### src/include/cld_pkg.sv
package cld_pkg;
   // quadrant codes
   localparam logic [1:0] QUAD_REG = 2'h0;
   localparam logic [1:0] QUAD_STACK = 2'h2;
   // function codes
   localparam logic [2:0] FN_WORD = 3'h2;
   localparam logic [2:0] FN_DWORD = 3'h3;
   localparam logic [2:0] FN_CAP64 = 3'h1;
   // violation codes for the trap_field_a field
   localparam logic [4:0] TRAP_FIELD_A_NONE = 5'h00;
   localparam logic [4:0] TRAP_FIELD_A_TAG = 5'h02;
   localparam logic [4:0] TRAP_FIELD_A_SEAL = 5'h03;
   localparam logic [4:0] TRAP_FIELD_A_PERM = 5'h12;
   localparam logic [4:0] TRAP_FIELD_A_LEN = 5'h01;
   // data-fault type code for the trap value type field
   localparam logic [3:0] TYPE_DATA = 4'h0;
   // stack pointer register index
   localparam logic [4:0] REG_SP = 5'h02;
   // load kinds, one-hot
   typedef enum logic [7:0] {
      K_NONE = 8'h01,
      K_WORD = 8'h02,
      K_DWORD = 8'h04,
      K_SFLOAT = 8'h08,
      K_DFLOAT = 8'h10,
      K_CAP = 8'h20,
      K_ILLEGAL = 8'h40
   } load_kind_e;
   // decoded load operation
   typedef struct packed {
      load_kind_e kind;
      logic stack_rel;
      logic [4:0] base;
      logic [4:0] dest;
      logic [9:0] offset;
      logic use_default_cap;
      logic [4:0] size_bytes;
   } load_op_s;
   // authorising capability view
   typedef struct packed {
      logic tag;
      logic sealed;
      logic perm_read;
      logic [63:0] base;
      logic [64:0] top;
   } cap_s;
   // fault report
   typedef struct packed {
      logic cap_fault;
      logic misaligned;
      logic illegal;
      logic [3:0] fault_type;
      logic [4:0] trap_field_a;
   } fault_s;
endpackage

### src/verilog/cld_decoder.sv
`timescale 1ns/1ps
module cld_decoder
   import cld_pkg::*;
#(
   parameter int XLEN64 = 1,
   parameter int HAS_F = 1,
   parameter int HAS_D = 1,
   parameter int HAS_PURECAP = 1,
   parameter int HAS_LEGACY = 1
) (
   input wire logic [15:0] i_insn,
   input wire logic i_cap_mode,
   output load_op_s o_op
);
   // expand 3-bit compact register to full index
   function automatic logic [4:0] compact_reg(input logic [2:0] r);
      compact_reg = {2'h1, r};
   endfunction

   // combinational decode of one 16-bit load
   always_comb begin
      logic [2:0] fn;
      logic [1:0] quad;
      logic modeok;
      fn = i_insn[15:13];
      quad = i_insn[1:0];
      modeok = i_cap_mode ? (HAS_PURECAP != 0) : (HAS_LEGACY != 0);
      o_op = '0;
      o_op.kind = K_NONE;
      o_op.use_default_cap = !i_cap_mode;
      if (quad == QUAD_REG && modeok) begin
         o_op.base = compact_reg(i_insn[9:7]);
         o_op.dest = compact_reg(i_insn[4:2]);
         if (fn == FN_WORD) begin
            o_op.kind = K_WORD;
            o_op.size_bytes = 5'h04;
            o_op.offset = {3'h0, i_insn[5], i_insn[12:10], i_insn[6], 2'h0};
         end else if (fn == FN_DWORD && i_cap_mode && XLEN64 == 0) begin
            o_op.kind = K_CAP;
            o_op.size_bytes = 5'h08;
            o_op.offset = {2'h0, i_insn[6:5], i_insn[12:10], 3'h0};
         end else if (fn == FN_DWORD && XLEN64 != 0) begin
            o_op.kind = K_DWORD;
            o_op.size_bytes = 5'h08;
            o_op.offset = {2'h0, i_insn[6:5], i_insn[12:10], 3'h0};
         end else if (fn == FN_DWORD && HAS_F != 0) begin
            o_op.kind = K_SFLOAT;
            o_op.size_bytes = 5'h04;
            o_op.offset = {3'h0, i_insn[5], i_insn[12:10], i_insn[6], 2'h0};
         end else if (fn == FN_CAP64 && XLEN64 != 0) begin
            o_op.kind = i_cap_mode ? K_CAP : (HAS_D != 0 ? K_DFLOAT : K_NONE);
            o_op.size_bytes = i_cap_mode ? 5'h10 : 5'h08;
            o_op.offset = i_cap_mode ?
               {1'b0, i_insn[10], i_insn[6:5], i_insn[12:11], 4'h0} :
               {2'h0, i_insn[6:5], i_insn[12:10], 3'h0};
         end
      end else if (quad == QUAD_STACK && modeok) begin
         o_op.stack_rel = 1'b1;
         o_op.base = REG_SP;
         o_op.dest = i_insn[11:7];
         if (fn == FN_WORD) begin
            o_op.kind = K_WORD;
            o_op.size_bytes = 5'h04;
            o_op.offset = {2'h0, i_insn[3:2], i_insn[12], i_insn[6:4], 2'h0};
         end else if (fn == FN_DWORD && i_cap_mode && XLEN64 == 0) begin
            o_op.kind = K_CAP;
            o_op.size_bytes = 5'h08;
            o_op.offset = {1'b0, i_insn[4:2], i_insn[12], i_insn[6:5], 3'h0};
         end else if (fn == FN_DWORD && XLEN64 != 0) begin
            o_op.kind = K_DWORD;
            o_op.size_bytes = 5'h08;
            o_op.offset = {1'b0, i_insn[4:2], i_insn[12], i_insn[6:5], 3'h0};
         end else if (fn == FN_DWORD && HAS_F != 0) begin
            o_op.kind = K_SFLOAT;
            o_op.size_bytes = 5'h04;
            o_op.offset = {2'h0, i_insn[3:2], i_insn[12], i_insn[6:4], 2'h0};
         end else if (fn == FN_CAP64 && XLEN64 != 0) begin
            // stack cap load or double float
            o_op.kind = i_cap_mode ? K_CAP : (HAS_D != 0 ? K_DFLOAT : K_NONE);
            o_op.size_bytes = i_cap_mode ? 5'h10 : 5'h08;
            o_op.offset = i_cap_mode ?
               {i_insn[5:2], i_insn[12], i_insn[6], 4'h0} :
               {1'b0, i_insn[4:2], i_insn[12], i_insn[6:5], 3'h0};
         end
         if ((o_op.kind == K_WORD || o_op.kind == K_DWORD ||
              o_op.kind == K_CAP) && o_op.dest == 5'h00) begin
            o_op.kind = K_ILLEGAL;
         end
      end
   end
endmodule // cld_decoder

### src/verilog/cld_auth_check.sv
`timescale 1ns/1ps
module cld_auth_check
   import cld_pkg::*;
(
   input wire cap_s i_auth,
   input wire logic [63:0] i_addr,
   input wire logic [4:0] i_size,
   input wire logic i_is_cap,
   output fault_s o_fault
);
   // priority checks: tag, seal, permission, length, alignment
   always_comb begin
      logic [64:0] last;
      last = {1'b0, i_addr} + {60'h0, i_size};
      o_fault = '0;
      o_fault.fault_type = TYPE_DATA;
      o_fault.trap_field_a = TRAP_FIELD_A_NONE;
      if (!i_auth.tag) begin
         o_fault.cap_fault = 1'b1;
         o_fault.trap_field_a = TRAP_FIELD_A_TAG;
      end else if (i_auth.sealed) begin
         o_fault.cap_fault = 1'b1;
         o_fault.trap_field_a = TRAP_FIELD_A_SEAL;
      end else if (!i_auth.perm_read) begin
         o_fault.cap_fault = 1'b1;
         o_fault.trap_field_a = TRAP_FIELD_A_PERM;
      end else if (i_addr < i_auth.base || last > i_auth.top) begin
         o_fault.cap_fault = 1'b1;
         o_fault.trap_field_a = TRAP_FIELD_A_LEN;
      end else if (i_is_cap &&
                   (i_addr[3:0] & (i_size[3:0] - 4'h1)) != 4'h0) begin
         o_fault.misaligned = 1'b1;
      end
   end
endmodule // cld_auth_check

### src/verilog/compressed_load_decode_check.sv
`timescale 1ns/1ps
module compressed_load_decode_check
   import cld_pkg::*;
#(
   parameter int XLEN64 = 1,
   parameter int HAS_F = 1,
   parameter int HAS_D = 1,
   parameter int HAS_PURECAP = 1,
   parameter int HAS_LEGACY = 1
) (
   input wire logic i_clk,
   input wire logic i_rst_n,
   input wire logic i_valid,
   input wire logic [15:0] i_insn,
   input wire logic i_cap_mode,
   input wire cap_s i_base_cap,
   input wire cap_s i_stack_cap,
   input wire cap_s i_default_cap,
   input wire logic [63:0] i_base_int,
   input wire logic [63:0] i_sp_int,
   input wire logic i_ready,
   output logic o_ready,
   output logic o_valid,
   output load_op_s o_op,
   output logic [63:0] o_addr,
   output fault_s o_fault
);
   // decoded operation
   load_op_s dec_op;
   // chosen authority and address
   cap_s auth;
   logic [63:0] addr;
   // check result
   fault_s chk;
   // final fault word
   fault_s next_fault;

   // instruction decode
   cld_decoder #(
      .XLEN64(XLEN64),
      .HAS_F(HAS_F),
      .HAS_D(HAS_D),
      .HAS_PURECAP(HAS_PURECAP),
      .HAS_LEGACY(HAS_LEGACY)
   ) u_dec (
      .i_insn(i_insn),
      .i_cap_mode(i_cap_mode),
      .o_op(dec_op)
   );

   // authority and address selection
   always_comb begin
      if (dec_op.stack_rel) begin
         auth = i_cap_mode ? i_stack_cap : i_default_cap;
         addr = (i_cap_mode ? i_stack_cap.base : 64'h0) + i_sp_int
                + {54'h0, dec_op.offset};
      end else begin
         auth = i_cap_mode ? i_base_cap : i_default_cap;
         addr = i_base_int + {54'h0, dec_op.offset};
      end
   end

   // authority checks
   cld_auth_check u_chk (
      .i_auth(auth),
      .i_addr(addr),
      .i_size(dec_op.size_bytes),
      .i_is_cap(dec_op.kind == K_CAP),
      .o_fault(chk)
   );

   // combine illegal decode with checks
   always_comb begin
      next_fault = '0;
      next_fault.fault_type = TYPE_DATA;
      next_fault.trap_field_a = TRAP_FIELD_A_NONE;
      case (dec_op.kind)
         K_ILLEGAL: begin
            next_fault.illegal = 1'b1;
         end
         K_NONE: begin
            // not a load: nothing to report
            next_fault.illegal = 1'b0;
         end
         default: begin
            next_fault = chk;
         end
      endcase
   end

   // stalls when the pipeline refuses
   assign o_ready = !o_valid || i_ready;

   // output valid
   always_ff @(posedge i_clk or negedge i_rst_n) begin
      if (!i_rst_n) begin
         o_valid <= 1'b0;
      end else if (o_ready) begin
         o_valid <= i_valid && dec_op.kind != K_NONE;
      end
   end

   // output data register, holds the decoded load until taken
   // expanded load passed on
   always_ff @(posedge i_clk or negedge i_rst_n) begin
      if (!i_rst_n) begin
         o_op <= '0;
         o_addr <= 64'h0;
         o_fault <= '0;
      end else if (o_ready && i_valid) begin
         o_op <= dec_op;
         o_addr <= addr;
         o_fault <= next_fault;
      end
   end
endmodule // compressed_load_decode_check

### config.mk
export PLATFORM = sky130hd
export DESIGN_NAME = compressed_load_decode_check
export DESIGN_NICKNAME = d
export VERILOG_FILES = /design/src/include/cld_pkg.sv /design/src/verilog/cld_decoder.sv /design/src/verilog/cld_auth_check.sv /design/src/verilog/compressed_load_decode_check.sv
export SDC_FILE = /design/constraint.sdc
export NUM_CORES = 1
export LEC_CHECK = 0
export BUFFER_PORTS_ARGS = -buffer_cell sky130_fd_sc_hd__buf_4
export CORE_AREA = 5 5 251 253
export CTS_CLUSTER_SIZE = 8
export DETAILED_ROUTE_END_ITERATION = 12
export DIE_AREA = 0 0 256 258
export GPL_TIMING_DRIVEN = 0
export PLACE_DENSITY = 0.63
export RECOVER_POWER = 25
export SYNTH_ARGS = -nofsm -noshare
export SYNTH_HDL_FRONTEND = slang
export SYNTH_SLANG_ARGS = --single-unit
### constraint.sdc
create_clock -name i_clk -period 1.45 [get_ports i_clk]
set_input_delay 0.145 -clock i_clk [delete_from_list [all_inputs] [get_ports i_clk]]
set_output_delay 0.145 -clock i_clk [all_outputs]
set_load 0.02 [all_outputs]
==> out/results.ini <==
[outcome]
violations = capacitance limit, slew limit, setup timing
status = finished with violations

[global_routing]
top_usage_layer = met2
met3_usage_pct = 7.80
grtUsageMet1_pct = 40.5
grt_pass1_vias = 24100
grt_use_total_pct = 33.2
antenna_found_initial = 11
grt_max_degree = 53
grt_first_pass_wirelength_mm = 163
grt_overflow = 0
grt.met2_usage_pct = 56.6

[logic_synthesis]
synth.avg_cell_area_um2 = 6.82
synth-xor-area-share_pct = 6.41
synth_top_family_by_area = simple AND/OR/NAND/NOR gates
yosys.area_share.simple_pct = 33.4
synth_top_area_cell = ha_1
synthMuxAreaShare_pct = 1.68
synthDominantCellAreaShare_pct = 16.9
syn_area_um2 = 19000
netlist_instances = 2785
synth_warnings = 0
synthTopCellsByArea = ha_1 17%, dfrtp_1 13%, nand2_1 13%
synth-main-ff-cell = dfrtp_1
ys_ff_latch = 99
synthAdderAreaFrac_pct = 18.1
synth-edff-count = 0
synth_compound_area_share_pct = 22.6
yosysSeqAreaShare_pct = 13.0
ys_async_sr_fraction_pct = 100
yosysUniqueCellTypes = 93

[worst_setup_path]
timing.rr.start = o_valid
crit_family = compound AO/OA/AOI/OAI gates
critPathArrivalTime_ns = 7.17
crit_buf_inv = 12
path_common_cell = a21o_1
cp-start-kind = input port
cp_max_fo = 6
crit_slowest_cell = fa_2
critPathMaxStageDelay_ns = 0.54
cp-end-kind = flip-flop
crit_type = in -> reg
required_ns = 1.74
crit_path_start = i_insn[0]

[floorplanning]
io_pins = 658
initial_core_util_pct = 31.2
die_h_um = 258
core_area_um2 = 60800
die_x_um = 256
die-area_um2 = 66000
rows = 91

[power_and_ir_drop]
p_per_area_nw_per_um2 = 607
p_leak_nw = 14.0
ir_drop_v = 0.000708

[clock_tree]
cts_max_level = 3
clkLatencyLatePin_ns = 0.39
clkSlewWorstSetupHoldPaths_ns = 0.07
numCtsBuffers = 9
cts_sinks = 99
root_buffer = clkbuf_16
cts_tree = yes
clockBufferDepth = 2

[timing]
relSlewSlack_pct = -3.84
finalClockSkew_ns = 0.00935
post-route-min-period_ns = 6.88
slew_viol_final = 3
timing.final.ws_setup_ns = -5.43
worst_pin_slew_ns = 1.54
fin_hold_ws_ns = 0.0142
final_hold_viol_count = 0
finalSetupViolCount = 87
fmax_ghz = 0.145
rsz0062_at_grt = yes
timing.final.crit_share_pct = 474

[layout]
nFillCells = 6215
multiInputGateArea_um2 = 17800
area_delta_synth_final_pct = 54.5
layout.nets = 4426
regArea_um2 = 2480
finalInstanceArea_um2 = 29300
drive_gt1_share_pct = 34.2

[drt]
dr.pass1.iters = 6
ant_nets = 0
routedWlPerCell_um = 26.7
route.detailed.drc = 0
drt_wl_total_mm = 118
vias = 25200
drt-vias-per-instance = 5.71
drt_iter0_markers = 2050

[place]
io_buffer_count = 642
placed_area_um2 = 25600
gp_congestion = 0.999
dpl.hpwl_mm = 96.6
preCtsSetupSlack_ns = -8.15

[hold_path]
hold_path.class = in -> reg
worstHoldStart = i_insn[7]

[flow_run]
max_cap_viol_count = 1

## what timing repair did
item	CTS	global route
endpoints found under the setup margin	97	94
hold endpoints to repair	49	0
pin swaps	94	116
hold buffers	3	0
gates resized for setup	289	167
buffers inserted	100	75
gates cloned	1	1
## cell type report
type / instances / area share (%)
diodes: 5 / 0.0426
plain buffers: 160 / 4.13
clock buffers: 9 / 0.768
clock inverters: 6 / 0.243
inverters: 52 / 0.665
multi-input cells: 2475 / 60.6
flip-flops and latches: 99 / 8.44
well taps: 790 / 3.37
repair buffers: 816 / 21.7
## through the flow
step           power, mW  std cells  utilization [%]  setup TNS, ns
4_1_cts             17.0       4340             46.2        -148.13
5_1_grt             18.8       4409             48.2        -157.74
6_report            17.8       4412             48.3        -152.53
3_5_place_dp        13.3       4230             42.2        -258.93
2_1_floorplan       8.95       2797                -        -143.12
3_3_place_gp        13.3       4229             42.1        -259.10
## layer usage
layer	part of all wire [%]	wire length (um)	up-vias
met3	9.3	11000	248
met4	4.9	5810	6
met5	0.025	29	-
met2	47	55300	1281
met1	39	45800	12000
li1	-	-	11600
## Yosys cell counts (all sizes together) (73+ instances only)
library cell    n
a21o           79
a21oi         140
and2           79
clkbuf        119
dfrtp          99
ha            257
nand2         658
nand3         181
nand4          73
nor2          133
o21ai         248
xnor2          87
## worst register-to-register path, cell delays in order, from the launching register on
cell and delay (ns):
dfrtp_1 0.40, nand2b_2 0.13, and2_1 0.21, clkbuf_16 0.23, buf_1 0.51, nand2_2 0.15
nand2_1 0.09
## flip-flops by register name, summed over array words and instances, names as in the netlist
signal	flops
o_fault	6
o_valid	1
o_op	28
o_addr	64
## logic make-up after synthesis
| logic type | Yosys count |
|---|---|
| and+or+nand+nor | 1348 |
| AOI/OAI and AO/OA | 676 |
| adders and majority gates | 268 |
| buffers and inverters | 223 |
| xor gates and xnor gates | 139 |
| DFF | 99 |
| muxes | 31 |
| other | 1 |
## power by group
| group | internal (mW) | total [mW] | switching (mW) |
|---|---|---|---|
| registers | 3.08 | 3.29 | 0.203 |
| logic | 4.90 | 11.8 | 6.90 |
| clock network | 1.35 | 2.71 | 1.36 |
## worst paths after layout
kind | end | slack (ns) | cells after the start
worst max register to register | o_addr[38] | -0.34 | 6
min in group asynchronous | o_op[5] | 0.40 | 2
max in group asynchronous | o_op[20] | 0.27 | 3
worst max-delay path | o_fault[10] | -5.43 | 39
worst min-delay path | o_op[21] | 0.01 | 3
worst min register to register | o_op[20] | 0.48 | 2
## placed cells by master (no fill, tap or decap), drive strengths merged, types with 52 or more instances in the layout
cell type	n
nor3	64
o21ai	248
ha	257
nand3	181
and2	79
buf	859
xnor2	87
nor2	133
clkbuf	123
xor2	52
a21oi	140
a21o	79
inv	55
nand2	658
dfrtp	99
nand4	73
Power figures use the tool's default switching activity.
